### config.mk
export PLATFORM = sky130hd
export DESIGN_NAME = irq_mask
export DESIGN_NICKNAME = d
export VERILOG_FILES = /design/src/core/irq_mask_pkg.sv /design/src/core/irq_mask_if.sv /design/src/core/irq_gate.sv /design/src/core/irq_mask.sv
export VERILOG_INCLUDE_DIRS = /design/src /design/src/core
export SDC_FILE = /design/constraint.sdc
export NUM_CORES = 1
export LEC_CHECK = 0
export BUFFER_PORTS_ARGS = -buffer_cell sky130_fd_sc_hd__buf_4
export CORE_MARGIN = 2
export CORE_UTILIZATION = 33
export CTS_BUF_LIST = sky130_fd_sc_hd__clkbuf_2 sky130_fd_sc_hd__clkbuf_4 sky130_fd_sc_hd__clkbuf_8
export DETAILED_ROUTE_END_ITERATION = 10
export PLACE_DENSITY = 0.9
export SETUP_SLACK_MARGIN = 0.02
export SYNTH_ARGS = -nofsm -noshare
export SYNTH_HDL_FRONTEND = slang
export SYNTH_SLANG_ARGS = --single-unit
export TNS_END_PERCENT = 1
### constraint.sdc
create_clock -name ref_clk -period 2 [get_ports ref_clk]
set_clock_uncertainty 0.2 [all_clocks]
set_input_delay 0 -clock ref_clk [delete_from_list [all_inputs] [get_ports ref_clk]]
set_output_delay 0 -clock ref_clk [all_outputs]
set_load 0.005 [all_outputs]
### src/core/irq_mask_cfg.svh
// Offsets, field positions and reset values of the interrupt enable mask
`ifndef IRQ_MASK_CFG_SVH
`define IRQ_MASK_CFG_SVH
`define IRQ_MASK_OFFSET 8'h10
`define IRQ_MASK_RESET 32'h0000_0000
`define IRQ_MASK_WRITABLE 32'hc000_007f
`define IRQ_GLOBAL_BIT 31
`define IRQ_OWNER_BIT 30
`define IRQ_SRC_COUNT 9
`define IRQ_LOW_SRC_COUNT 7
`endif

### src/core/irq_mask_pkg.sv
// Types shared by the interrupt enable mask modules
package irq_mask_pkg;
  typedef logic [31:0] word_type;
  typedef logic [7:0] offset_type;
  typedef logic [8:0] event_vec_type;
  typedef enum logic [1:0] {
    ST_IDLE = 2'b01,
    ST_ACK = 2'b10
  } bus_state_type;
endpackage

### src/core/irq_mask_if.sv
// Carrier between the mask register file and its gating stage
interface irq_mask_if;
  import irq_mask_pkg::*;
  word_type mask;
  event_vec_type events;
  logic irq;
  modport regs (output mask, output events, input irq);
  modport gate (input mask, input events, output irq);
endinterface

### src/core/irq_gate.sv
// Gating stage: per-source and global enables onto one registered interrupt
`include "irq_mask_cfg.svh"
module irq_gate (
  input wire logic ref_clk, // System clock
  input wire logic reset, // Synchronous reset, active high
  irq_mask_if.gate link // Mask and events in, interrupt out
);
  import irq_mask_pkg::*;

  event_vec_type enabled;
  logic irq_q;

  // --------------------------------------------------
  // Per-source enables
  // --------------------------------------------------
  genvar i;
  generate
    for (i = 0; i < `IRQ_LOW_SRC_COUNT; i++)
    begin : g_low
      // Sources 6..0 keep their own bit position in the mask
      assign enabled[i] = link.events[i] & link.mask[i];
    end
  endgenerate
  assign enabled[7] = link.events[7] & link.mask[`IRQ_OWNER_BIT];
  assign enabled[8] = 1'b0;

  // --------------------------------------------------
  // Global gate
  // --------------------------------------------------
  always_ff @(posedge ref_clk)
  begin
    if (reset)
      irq_q <= 1'b0;
    else
      irq_q <= link.mask[`IRQ_GLOBAL_BIT] & (|enabled);
  end
  assign link.irq = irq_q;

  a_irq_needs_global: assert property (@(posedge ref_clk) disable iff (reset)
    link.irq |-> $past(link.mask[`IRQ_GLOBAL_BIT]))
    else $error("interrupt without global enable");
  a_irq_follows_src: assert property (@(posedge ref_clk) disable iff (reset)
    (link.mask[`IRQ_GLOBAL_BIT] && (|(link.events[6:0] & link.mask[6:0]))) |=> link.irq)
    else $error("enabled event did not raise interrupt");
  a_owner_gate: assert property (@(posedge ref_clk) disable iff (reset)
    (link.mask[31:30] == 2'b11 && link.events[7]) |=> link.irq)
    else $error("ownership change not raised");
  a_irq_cause: assert property (@(posedge ref_clk) disable iff (reset)
    link.irq |-> $past((|(link.events[6:0] & link.mask[6:0]))
      || (link.events[7] && link.mask[`IRQ_OWNER_BIT])))
    else $error("interrupt without enabled source");
endmodule

### src/core/irq_mask.sv
// Interrupt enable mask register with global enable and registered interrupt
//
// Operation
// - Mask register sits at offset 10h of the operational register space.
// - No interrupt is raised unless global enable bit 31 is one.
// - Bit 30 enables ownership change events.
// - Bit 6 enables root hub status change events.
// - Bit 5 enables frame number overflow events.
// - Bit 4 enables unrecoverable error events.
// - Bit 3 enables resume detect events.
// - Bit 2 enables start-of-frame events.
// - Bit 1 enables done-list head writeback events.
// - Bit 0 enables scheduling overrun events.
`include "irq_mask_cfg.svh"
module irq_mask (
  input wire logic ref_clk, // System clock, 100 MHz
  input wire logic reset, // Synchronous reset, active high
  input wire logic reg_sel, // Register access strobe, one cycle
  input wire logic reg_write, // 1 write, 0 read
  input wire irq_mask_pkg::offset_type reg_offset, // Offset within operational space
  input wire irq_mask_pkg::word_type reg_wdata, // Write data
  input wire logic disable_sel, // Clear strobe from the paired disable register
  input wire irq_mask_pkg::word_type disable_bits, // Bits to clear with disable_sel
  input wire logic [7:0] event_status, // Status: [7] owner change, [6:0] low sources
  output logic reg_ack, // Access answered, one cycle
  output irq_mask_pkg::word_type reg_rdata, // Read data, valid with reg_ack
  output logic irq_out, // Registered interrupt request
  output irq_mask_pkg::word_type mask_out // Current mask, registered
);
  import irq_mask_pkg::*;

  // Writable bits as a constant so the per-bit loop can index it
  localparam word_type WRITABLE = `IRQ_MASK_WRITABLE;

  word_type mask_q;
  word_type mask_d;
  word_type set_bits;
  word_type clear_bits;
  word_type rdata_q;
  word_type rdata_d;
  bus_state_type bus_state_q;
  bus_state_type bus_state_d;
  logic hit;
  logic write_hit;
  logic read_hit;
  irq_mask_if link ();

  // --------------------------------------------------
  // Register decode
  // --------------------------------------------------
  assign hit = reg_sel && (reg_offset == `IRQ_MASK_OFFSET);
  assign write_hit = hit && reg_write;
  assign read_hit = hit && !reg_write;

  // --------------------------------------------------
  // Mask bits
  // --------------------------------------------------
  // Reserved bits never store a one, so a careless write leaves no dead enable
  // A clear from the paired disable register wins over a set in the same cycle
  genvar b;
  generate
    for (b = 0; b < 32; b++)
    begin : g_bit
      assign set_bits[b] = write_hit && reg_wdata[b] && WRITABLE[b];
      assign clear_bits[b] = disable_sel && disable_bits[b];
      assign mask_d[b] = clear_bits[b] ? 1'b0 : (mask_q[b] | set_bits[b]);
    end
  endgenerate

  always_ff @(posedge ref_clk)
  begin
    if (reset)
      mask_q <= `IRQ_MASK_RESET;
    else
      mask_q <= mask_d;
  end

  // --------------------------------------------------
  // Bus answer
  // --------------------------------------------------
  // Every strobe is answered one cycle later, so a master never hangs on an unmapped offset
  always_comb
  begin
    bus_state_d = ST_IDLE;
    case (bus_state_q)
      ST_IDLE:
        if (reg_sel)
          bus_state_d = ST_ACK;
      ST_ACK:
        if (reg_sel)
          bus_state_d = ST_ACK;
      default:
        bus_state_d = ST_IDLE;
    endcase
  end

  always_ff @(posedge ref_clk)
  begin
    if (reset)
      bus_state_q <= ST_IDLE;
    else
      bus_state_q <= bus_state_d;
  end

  // Unmapped offsets and writes read back as zero
  assign rdata_d = read_hit ? mask_q : `IRQ_MASK_RESET;

  always_ff @(posedge ref_clk)
  begin
    if (reset)
      rdata_q <= `IRQ_MASK_RESET;
    else
      rdata_q <= rdata_d;
  end

  // The answer strobe is the one-hot bit of the answer state, straight from its flop
  assign reg_ack = bus_state_q[1];
  assign reg_rdata = rdata_q;
  assign mask_out = mask_q;

  // --------------------------------------------------
  // Gating stage
  // --------------------------------------------------
  assign link.mask = mask_q;
  assign link.events = {1'b0, event_status};
  assign irq_out = link.irq;

  irq_gate u_gate (
    .ref_clk(ref_clk),
    .reset(reset),
    .link(link)
  );

  // --------------------------------------------------
  // Checks: mask register
  // --------------------------------------------------
  a_write_sets: assert property (@(posedge ref_clk) disable iff (reset)
    (write_hit && !disable_sel) |=>
      ((mask_q & $past(reg_wdata) & `IRQ_MASK_WRITABLE)
        == ($past(reg_wdata) & `IRQ_MASK_WRITABLE)))
    else $error("written one did not set mask bit");

  a_zero_keeps: assert property (@(posedge ref_clk) disable iff (reset)
    (!disable_sel) |=> ((mask_q & $past(mask_q)) == $past(mask_q)))
    else $error("mask bit lost without disable");

  a_mask_steady: assert property (@(posedge ref_clk) disable iff (reset)
    (!write_hit && !disable_sel) |=> (mask_q == $past(mask_q)))
    else $error("mask changed without access");

  a_clear_wins: assert property (@(posedge ref_clk) disable iff (reset)
    disable_sel |=> ((mask_q & $past(disable_bits)) == 32'h0000_0000))
    else $error("disabled bit still set");

  a_reserved_zero: assert property (@(posedge ref_clk) disable iff (reset)
    mask_q[29:7] == 23'h00_0000)
    else $error("reserved mask bit set");

  a_global_writable: assert property (@(posedge ref_clk) disable iff (reset)
    (write_hit && reg_wdata[`IRQ_GLOBAL_BIT] && !disable_sel) |=> mask_q[`IRQ_GLOBAL_BIT])
    else $error("global enable not stored");

  a_owner_writable: assert property (@(posedge ref_clk) disable iff (reset)
    (write_hit && reg_wdata[`IRQ_OWNER_BIT] && !disable_sel) |=> mask_q[`IRQ_OWNER_BIT])
    else $error("ownership enable not stored");

  // --------------------------------------------------
  // Checks: bus answer
  // --------------------------------------------------
  a_read_mask: assert property (@(posedge ref_clk) disable iff (reset)
    read_hit |=> (reg_ack && reg_rdata == $past(mask_q)))
    else $error("read did not return mask");

  a_unmapped_zero: assert property (@(posedge ref_clk) disable iff (reset)
    (reg_sel && !hit && !disable_sel) |=>
      (reg_ack && reg_rdata == `IRQ_MASK_RESET && mask_q == $past(mask_q)))
    else $error("unmapped access touched mask");

  a_ack_follows_sel: assert property (@(posedge ref_clk) disable iff (reset)
    reg_sel |=> reg_ack)
    else $error("access not answered");

  a_ack_one_cycle: assert property (@(posedge ref_clk) disable iff (reset)
    !reg_sel |=> (!reg_ack && reg_rdata == `IRQ_MASK_RESET))
    else $error("answer without access");

  a_state_onehot: assert property (@(posedge ref_clk) disable iff (reset)
    $onehot(bus_state_q))
    else $error("answer state not one-hot");

  // --------------------------------------------------
  // Checks: interrupt
  // --------------------------------------------------
  a_src_bit_gate: assert property (@(posedge ref_clk) disable iff (reset)
    (mask_q[`IRQ_GLOBAL_BIT] && mask_q[2] && event_status[2]) |=> irq_out)
    else $error("start-of-frame not raised");

  a_no_global: assert property (@(posedge ref_clk) disable iff (reset)
    !mask_q[`IRQ_GLOBAL_BIT] |=> !irq_out)
    else $error("interrupt with global enable clear");

  // Bit 2 has its own check above; the rest of the low sources share this one
  a_other_srcs: assert property (@(posedge ref_clk) disable iff (reset)
    (mask_q[`IRQ_GLOBAL_BIT] && |(mask_q[6:0] & event_status[6:0] & 7'h7b)) |=> irq_out)
    else $error("enabled source not raised");

  // --------------------------------------------------
  // Covers
  // --------------------------------------------------
  c_irq: cover property (@(posedge ref_clk) disable iff (reset) $rose(irq_out));
  c_write: cover property (@(posedge ref_clk) disable iff (reset) write_hit);
  c_read: cover property (@(posedge ref_clk) disable iff (reset) read_hit);
  c_owner: cover property (@(posedge ref_clk) disable iff (reset)
    mask_q[`IRQ_OWNER_BIT] && event_status[7]);
  c_clear_on_set: cover property (@(posedge ref_clk) disable iff (reset)
    write_hit && disable_sel);
endmodule

Yosys cells after proc, flatten, opt, wreduce, memory -nomap -nowiden. Index checks and enable logic that the tools add are counted.

Flip-flop bits (word level): 21. Input port bits: 85. Logic and storage cells: 71.

Equal/unequal tests: 3. Mux-type cells: 1. Bitwise operators: 20. Reduce and logical (&&, ||, !) cells: 35.

Operators with widths (count): $reduce_or 2->1 (12); $logic_and 1x1->1 (21); $and 1x1->1 (9); $or 1x1->1 (9); $eq 8x5->1 const B (1); $reduce_or 8->1 (1); $eq 2x1->1 const B (1); $eq 2x2->1 const B (1); $mux 2 (1); $not 1->1 (2); $logic_not 1->1 (1).

Logic depth before layout (Yosys ltp). Gate-level depths: netlist of run 1.

Depth in word-level cells: 5. Mapped depth: 4. Depth with buffers taken out: 3.

Cells and area by module. A second synthesis of run 1 with hierarchy kept.

Cells, all modules: 120. Area, all modules: 1138.6 sq um.

By module, submodules not included: irq_mask (times used 1, cells each 113, area each 1073.5 sq um, seq. area each 400.4 sq um); irq_gate (times used 1, cells each 7, area each 65.1 sq um, seq. area each 20.0 sq um).

Least setup slack after synthesis of run 1. No wires, ideal clock.

Path type: input-to-reg. From: in reg_offset[6]. To: reg mask_q[0], in the netlist mask_out[0]. Data arrival time: 1225 ps. Required time: 1719 ps. Slack: 494 ps. Stages: 4. Path buffers: 1. Cell sequence: or4b_4 or3_1 buf_6 a211oi_2.

Word-level cells in the longest chain between the ends: 5.

RTL lines: start: declaration (line irq_mask.sv:20) `input wire irq_mask_pkg::offset_type reg_offset,`; $eq 8x5->1 (no source line); $logic_and 1x1->1 (line irq_mask.sv:51) `` assign hit = reg_sel && (reg_offset == `IRQ_MASK_OFFSET); ``; $logic_and 1x1->1 (line irq_mask.sv:52) `assign write_hit = hit && reg_write;`; $logic_and 1x1->1 (line irq_mask.sv:64) `assign set_bits[b] = write_hit && reg_wdata[b] && WRITABLE[b];`; $or 1x1->1 (line irq_mask.sv:66) `assign mask_d[b] = clear_bits[b] ? 1'b0 : (mask_q[b] | set_bits[b]);`; end signal: assignment (line irq_mask.sv:73) `` mask_q <= `IRQ_MASK_RESET; ``; end signal: assignment (line irq_mask.sv:75) `mask_q <= mask_d;`; end: declaration (line irq_mask.sv:35) `word_type mask_q;`.

No other way between the ends. A chain may end at the register's enable or synchronous reset.

Worst setup path in the final report of run 1.
From: reg mask_q[3], in the netlist mask_out[3]. To: reg u_gate.irq_q, in the netlist u_gate.link.irq.

Word-level cells in the longest chain between the ends: 3.

RTL lines: $and 1x1->1 (line irq_gate.sv:21) `assign enabled[i] = link.events[i] & link.mask[i];`; $reduce_or 8->1 (line irq_gate.sv:35) `` irq_q <= link.mask[`IRQ_GLOBAL_BIT] & (|enabled); ``; $and 1x1->1 (line irq_gate.sv:35); end signal: assignment (line irq_gate.sv:35); end: declaration (line irq_gate.sv:11) `logic irq_q;`.

No other way between the ends.

==> results by group, run 1 <==
Timing
  – Highest achievable clock rate: 527 MHz
  – Count of final max-slew check failures: 0
  – Total setup violations reported at the end of the flow: 0
  – Setup Total Neg Slack: 0 ns
  – Final period utilization: 95.0%
  – RSZ-0062 raised after global routing: false
  – Worst hold slack: between 0.01 and 0.015 ns
  – Min Clock Period, post-route: 1.90 ns
  – Total count of hold-check failures in the final report: 0

GRT
  – Maximum number of pins on one net before global-route repair: 13
  – Busiest metal layer after global routing: met2
  – GR Util All Layers: ~16%
  – Overflow after GRT: 0
  – Grt met2 use: 33.2%
  – Global-route wire length before repair: 5130 um
  – Antenna violations before repair: 0
  – Met1 global-route usage: 15.4%
  – Met3 Resource Use GR: 4.05%
  – Via count of the first global-routing pass: 1066

Detailed routing
  – Avg WL per Cell: around 13 um
  – Via total after detailed routing: 1138
  – Count of routing violations after the opening detailed-route iteration: 51
  – Sum of routed wire length over all layers: 3440 um
  – Detailed-route vias per instance: between 4 and 5
  – Pre-antenna DRT Iters: 4
  – Antenna Violating Nets Remaining: 0
  – # DRC: 0

Placement
  – Post-DP HPWL: 2020 um
  – I/O Buffers: 58
  – Placer's final routability congestion estimate: between 0.6 and 0.7

Synthesis
  – Number of instances in the synthesized netlist: between 100 and 150
  – Yosys warning total: 0
  – Avg Cell Area, Syn: just over 9 sq um
  – Area of the mapped netlist: 0.00119 sq mm
  – Post-synth top area cell: sky130_fd_sc_hd__dfxtp_1
  – Proportion of netlist area held by the largest area contributor: 35.4%
  – Sequential fraction of the synthesis area: between 30 and 40%
  – Largest cells by area after synthesis: sky130_fd_sc_hd__dfxtp_1, sky130_fd_sc_hd__buf_4, sky130_fd_sc_hd__a211oi_2, sky130_fd_sc_hd__and2_1, sky130_fd_sc_hd__o21ai_0
  – Number of storage elements in the synthesis netlist: 21
  – Count of different cell masters after synthesis: 23

Floorplanning
  – Die Area: 0.00409 sq mm
  – Count of pins on the block boundary: 151
  – X dimension of the die: 64.0 um
  – Rows: 21
  – Area of the placeable core: 0.00339 sq mm
  – Starting Density: 35.0%
  – Die Y-Extent: 64.0 um

Worst setup path
  – Worst r2r src: mask_out[3]$_SDFF_PP0_
  – CP startpoint kind: register
  – Arrival time of the worst setup path: ~1.9 ns
  – Required time of the worst setup path: 1.99 ns
  – Kind of cell adding the most delay to the critical path: buffers and inverters
  – Critical path capture point type: register
  – Reg-to-Reg End: u_gate.link.irq$_SDFF_PP0_
  – Highest fanout seen on the critical path: 5
  – Critical setup path kind: register to register
  – Worst path slowest cell: sky130_fd_sc_hd__dlygate4sd3_1
  – Crit-path max cell delay: approximately 0.62 ns
  – Critical-path cell list: a22o_1, a221oi_1, dlygate4sd3_1, a311oi_1
  – R2r setup slk: approximately 0.10 ns
  – Count of buffer and inverter cells on the critical path: 1
  – Count of cells along the worst register-to-register path: 4

Clocking
  – CTS tree: done
  – Clock sink total: 21
  – Maximum root-to-sink buffer count: 2
  – Inserted Clock Buffers: 3
  – Clock tree root driver cell: sky130_fd_sc_hd__clkbuf_4
  – Clock-pin transition on the worst setup and hold timing paths: about 0.12 ns
  – Worst skew pair latency: 0.29 ns
  – Clock H-tree levels: 1

Power and ir drop
  – Total power: 791 uW
  – Power per cell area: 419 mW/mm^2
  – Standby leakage power: 0.000857 uW
  – VDD IR-drop max: 0.214 mV

Hold path
  – Worst hold-check path type: primary input to register
  – Critical hold path startpoint: reg_offset[5]
  – Terminating pin of the worst hold path: mask_out[1]$_SDFF_PP0_
  – Number of instances on the worst hold path: 4

Finish
  – P&R area growth vs syn: 58.8%
  – Antenna Cells: 0
  – Nets: just over 300
  – Filler cell count: 281
  – Fraction of layout instances using a drive strength above 1: 33.3%

Flow run
  – Number of violations of the max-capacitance limit: 0

Outcome
  – Outcome: complete, no violations
==> final cells by class <==
type | count | area (sq um) | area share (%)
multi-input cells | 95 | 539 | 28.6
clock buffers | 3 | 22.5 | 1.19
flip-flops and latches | 21 | 420 | 22.3
inverters | 10 | 37.5 | 1.99
clock inverters | 1 | 5.00 | 0.265
well taps | 46 | 57.6 | 3.05
repair buffers | 95 | 803 | 42.6
==> worst reg2reg max path, delay by kind of cell, from the launching register on <==
kind | cells | cell delay (ns)
AO/OA/AOI/OAI | 3 | 0.62
flip-flops | 1 | 0.37
buffers and inverters | 1 | 0.62
==> placed cells by master, fill, tap and decap left out, types with 3 or more instances in the layout <==
cell / count
sky130_fd_sc_hd__buf_4: 59
sky130_fd_sc_hd__nand2_1: 9
sky130_fd_sc_hd__and2_1: 9
sky130_fd_sc_hd__dlygate4sd3_1: 36
sky130_fd_sc_hd__inv_1: 10
sky130_fd_sc_hd__dfxtp_1: 21
sky130_fd_sc_hd__clkbuf_4: 3
sky130_fd_sc_hd__conb_1: 46
sky130_fd_sc_hd__a211oi_2: 9
sky130_fd_sc_hd__o21ai_0: 9
==> timing repair <==
action	CTS	global route
resized for setup	0	1
setup endpoints to repair	0	9
endpoints found under the hold margin	12	0
buffers inserted	0	0
hold buffers	36	0
==> cells in the mapped netlist <==
master and count:
sky130_fd_sc_hd__buf_6 1, sky130_fd_sc_hd__buf_4 46, sky130_fd_sc_hd__o21ai_0 9, sky130_fd_sc_hd__dfxtp_1 21, sky130_fd_sc_hd__a211oi_2 9, sky130_fd_sc_hd__clkbuf_1 1
sky130_fd_sc_hd__inv_1 10, sky130_fd_sc_hd__and2_1 9, sky130_fd_sc_hd__a22oi_1 2, sky130_fd_sc_hd__nand2_1 9, sky130_fd_sc_hd__a221oi_1 1, sky130_fd_sc_hd__a22o_1 1
sky130_fd_sc_hd__xor2_1 1, sky130_fd_sc_hd__a311oi_1 1, sky130_fd_sc_hd__conb_1 1, sky130_fd_sc_hd__or4b_4 1, sky130_fd_sc_hd__or4_1 1, sky130_fd_sc_hd__or4b_1 1
sky130_fd_sc_hd__or3_1 1, sky130_fd_sc_hd__buf_1 1, sky130_fd_sc_hd__nand2b_1 1, sky130_fd_sc_hd__nand3b_1 1, sky130_fd_sc_hd__nor4_2 1
==> routing by layer <==
metal	share of wire (%)	vias up	wire, um
li1	-	526	-
met4	1.1	0	38
met5	0	-	0
met3	11	6	386
met2	54	81	1860
met1	34	525	1150
==> per-stage QoR <==
stage          worst slack [ns]  area (sq um)  utilization (%)  std cells
6_report                  0.101          1890             55.6        271
2_1_floorplan             0.494          1360                -        175
3_3_place_gp              0.213          1490             44.0        231
5_1_grt                  0.0498          1890             55.6        271
4_1_cts                  0.0372          1880             55.5        271
3_5_place_dp              0.191          1490             44.0        231
==> worst max path at each step <==
stage,depth (start not counted),endpoint,slack (ns),from
after detailed placement,4,mask_out[2]$_SDFF_PP0_,0.19,reg_offset[6]
final,4,u_gate.link.irq$_SDFF_PP0_,0.10,mask_out[3]$_SDFF_PP0_
after global placement,4,mask_out[31]$_SDFF_PP0_,0.21,reg_offset[6]
after CTS,5,mask_out[2]$_SDFF_PP0_,0.04,reg_sel
after floorplan,4,mask_out[0]$_SDFF_PP0_,0.49,reg_offset[6]
after global routing,4,u_gate.link.irq$_SDFF_PP0_,0.05,mask_out[3]$_SDFF_PP0_
==> kinds of logic after synthesis <==
group	count (synthesis)	share of synthesized area, %
simple gates	25	13.0
buf+inv	59	33.8
flops	21	35.4
other cells	1	0.316
xor+xnor	1	0.738
compound gates	23	16.8
==> where the power goes <==
part	switching, uW	internal, uW	leakage, uW	total, uW
Combinational	67.8	100	0.000670	168
Clock	126	74.4	0.0000177	200
Sequential	1.65	421	0.000170	423
Total	195	596	0.000857	791
==> state kept, by name (all words and copies together) (netlist names) <==
register and cells:
mask_out 9, reg_rdata 9, bus_state_q 2, u_gate.link.irq 1
Note: power is estimated with default switching activity, not from simulation.
==> run 2: changes to the inputs <==
--- a/config.mk
+++ b/config.mk
@@ -11,6 +11,7 @@
 export CORE_UTILIZATION = 33
 export CTS_BUF_LIST = sky130_fd_sc_hd__clkbuf_2 sky130_fd_sc_hd__clkbuf_4 sky130_fd_sc_hd__clkbuf_8
 export DETAILED_ROUTE_END_ITERATION = 10
+export GPL_TIMING_DRIVEN = 0
 export PLACE_DENSITY = 0.9
 export SETUP_SLACK_MARGIN = 0.02
 export SYNTH_ARGS = -nofsm -noshare
==> run 2 against run 1 <==
Net effect: combinational power increased by 43%; register-to-register slack got worse by 0.02 ns; sequential cell count unchanged; cell area increased by 19%; count of clock-buffer cells in the layout increased by 1; clock power increased by 12%; maximum frequency decreased by 2.8%; critical path depth increased by 2; die area unchanged; sequential share of layout area decreased by 3.5 points; critical endpoint is now mask_out[1]$_SDFF_PP0_; largest cell class unchanged; largest power group unchanged.
==> results by group, run 2 (synthesis results as in run 1) <==
Outcome
  – Outcome: complete, no violations

GRT
  – Global-route wire length before repair: 6170 um
  – Via count of the first global-routing pass: 1279
  – GR Util All Layers: 19.4%
  – Maximum number of pins on one net before global-route repair: 12
  – Antenna violations before repair: 0
  – Overflow after GRT: 0

Finish
  – Final design utilization: 66.1%
  – Nets: about 360
  – Most common library cell in the layout ignoring fill and taps: sky130_fd_sc_hd__buf_4
  – Leading cell types in the layout, fill and taps excluded: sky130_fd_sc_hd__buf_4, sky130_fd_sc_hd__conb_1, sky130_fd_sc_hd__dlygate4sd3_1
  – Filler cell count: 232
  – P&R area growth vs syn: 88.7%
  – Antenna Cells: 0
  – Fraction of layout instances using a drive strength above 1: 43.8%

Power and ir drop
  – Cell internal pwr: slightly below 700 uW
  – Share of total power in combinational logic: between 20% and 30%
  – Standby leakage power: around 0.0011 uW
  – Proportion of total power due to net switching: about a quarter
  – VDD IR-drop max: 0.216 mV
  – Share of power burned in registers: 47.7%
  – Power per cell area: around 400 mW/mm^2
  – Clock power frac: ~25%
  – Switching power summed over all nets: 215 uW

Worst setup path
  – Count of cells along the worst register-to-register path: 4
  – WP depth: 6
  – Highest fanout seen on the critical path: 9
  – Critical setup path kind: primary input to register
  – Kind of cell adding the most delay to the critical path: simple AND/OR/NAND/NOR gates
  – Worst path slowest cell: sky130_fd_sc_hd__or4b_4
  – CP startpoint kind: primary input
  – Crit-path max cell delay: about 0.55 ns
  – Reg-to-Reg End: u_gate.link.irq$_SDFF_PP0_
  – Worst r2r src: mask_out[3]$_SDFF_PP0_
  – Count of buffer and inverter cells on the critical path: 3
  – Arrival time of the worst setup path: just under 2 ns
  – Critical-path cell list: dlygate4sd3_1, buf_4, or4b_4, or3_1, buf_6, a211oi_2
  – Critical path capture point type: register
  – Required time of the worst setup path: 2.04 ns
  – R2r setup slk: approximately 0.080 ns

Detailed routing
  – Sum of met3 wire segment lengths after detailed routing: 429 um
  – Antenna Violating Nets Remaining: 0
  – Wire length on met2: 2020 um
  – # DRC: 0
  – Avg WL per Cell: 12.1 um
  – Pre-antenna DRT Iters: 4
  – Sum of routed wire length over all layers: 3860 um
  – DRT met1 WL: 1350 um
  – Top routing layer used: met4
  – Count of routing violations after the opening detailed-route iteration: 115
  – Detailed-route vias per instance: 3.97
  – Via total after detailed routing: roughly 1300

Floorplanning
  – Area of the placeable core: ~0.0034 sq mm
  – Count of pins on the block boundary: between 150 and 200
  – Starting Density: about a third
  – X dimension of the die: 64.0 um
  – Rows: 21
  – Die Area: 0.00409 sq mm
  – Die Y-Extent: between 60 and 70 um

Placement
  – Post-DP HPWL: around 2200 um
  – Placer's final routability congestion estimate: 0.636
  – I/O Buffers: 57

Timing
  – Transition at the pin with the smallest max-transition slack: 0.725 ns
  – Count of final max-slew check failures: 0
  – Final period utilization: 97.7%
  – RSZ-0062 raised after global routing: true
  – Total setup violations reported at the end of the flow: 0
  – Highest achievable clock rate: a little over 500 MHz
  – Total count of hold-check failures in the final report: 0
  – Relative slew slack: 51.7%
  – Min Clock Period, post-route: 1.95 ns
  – Setup Total Neg Slack: 0 ns

Clocking
  – Maximum root-to-sink buffer count: 2
  – Worst skew pair latency: 0.31 ns
  – Number of post-CTS setup repair buffers: 0
  – CTS tree: done
  – Inserted Clock Buffers: 3
  – Clock tree root driver cell: sky130_fd_sc_hd__clkbuf_4
  – Clock sink total: 21
  – Clock-pin transition on the worst setup and hold timing paths: 0.11 ns
  – Clock H-tree levels: 1

Hold path
  – Critical hold path startpoint: mask_out[6]$_SDFF_PP0_
  – Worst hold-check path type: register to register
  – Number of instances on the worst hold path: 2
  – Terminating pin of the worst hold path: mask_out[6]$_SDFF_PP0_

Flow run
  – Number of violations of the max-capacitance limit: 0
## run 2: per-layer routing
| metal | vias to the layer above | global-route usage (%) |
|---|---|---|
| met5 | - | 0 |
| met4 | 0 | 6.25 |
| met3 | 6 | 4.40 |
| met2 | 93 | 37.5 |
| met1 | 546 | 20.4 |
| li1 | 617 | - |
## run 2: stage by stage
step,area [sq um],worst slack [ns],hold slack [ns],cells,power (uW)
after floorplan,1360,0.494,-0.0945,175,540
after global placement,1840,0.278,0.0376,278,601
after detailed placement,1840,0.259,0.0384,278,604
after CTS,2230,0.0268,0.313,318,874
after global routing,2240,0.00371,0.335,318,930
final,2240,0.0464,0.319,318,887
## run 2: cell type report
| cell class | count | area [sq um] | share of cell area [%] |
|---|---|---|---|
| plain buffers | 49 | 364 | 16.2 |
| flip-flops and latches | 21 | 420 | 18.8 |
| multi-input cells | 95 | 543 | 24.2 |
| repair buffers | 93 | 788 | 35.2 |
| inverters | 10 | 37.5 | 1.68 |
| clock buffers | 4 | 30.0 | 1.34 |
| well taps | 46 | 57.6 | 2.57 |
## run 2: worst max path at each step
stage                        from                  endpoint  slack [ns]
finish              reg_offset[6]    mask_out[1]$_SDFF_PP0_        0.05
detailed placement  reg_offset[6]   reg_rdata[4]$_SDFF_PP0_        0.26
floorplan           reg_offset[6]    mask_out[0]$_SDFF_PP0_        0.49
CTS                 reg_offset[6]   reg_rdata[4]$_SDFF_PP0_        0.03
global placement    reg_offset[6]  reg_rdata[30]$_SDFF_PP0_        0.28
global route        reg_offset[1]    mask_out[1]$_SDFF_PP0_       0.004
## run 2: worst reg2reg max path, stage by stage (launching register included)
cell and delay [ns]:
sky130_fd_sc_hd__dfxtp_1 0.37, sky130_fd_sc_hd__a22o_1 0.23, sky130_fd_sc_hd__a221oi_1 0.28, sky130_fd_sc_hd__dlygate4sd3_1 0.59, sky130_fd_sc_hd__a311oi_1 0.10
## run 2: repair_timing
action | CTS | global route
hold endpoints to repair | 21 | 0
hold buffers | 36 | 0
gates resized for setup | 0 | 1
endpoints found under the setup margin | 0 | 10
## run 2: power groups by stage
stage	Combinational, uW	Sequential (uW)	Clock, uW
after floorplan	108	432	0
after global placement	169	432	0
after detailed placement	172	432	0
after CTS	227	423	224
after global routing	261	423	246
final	241	423	224
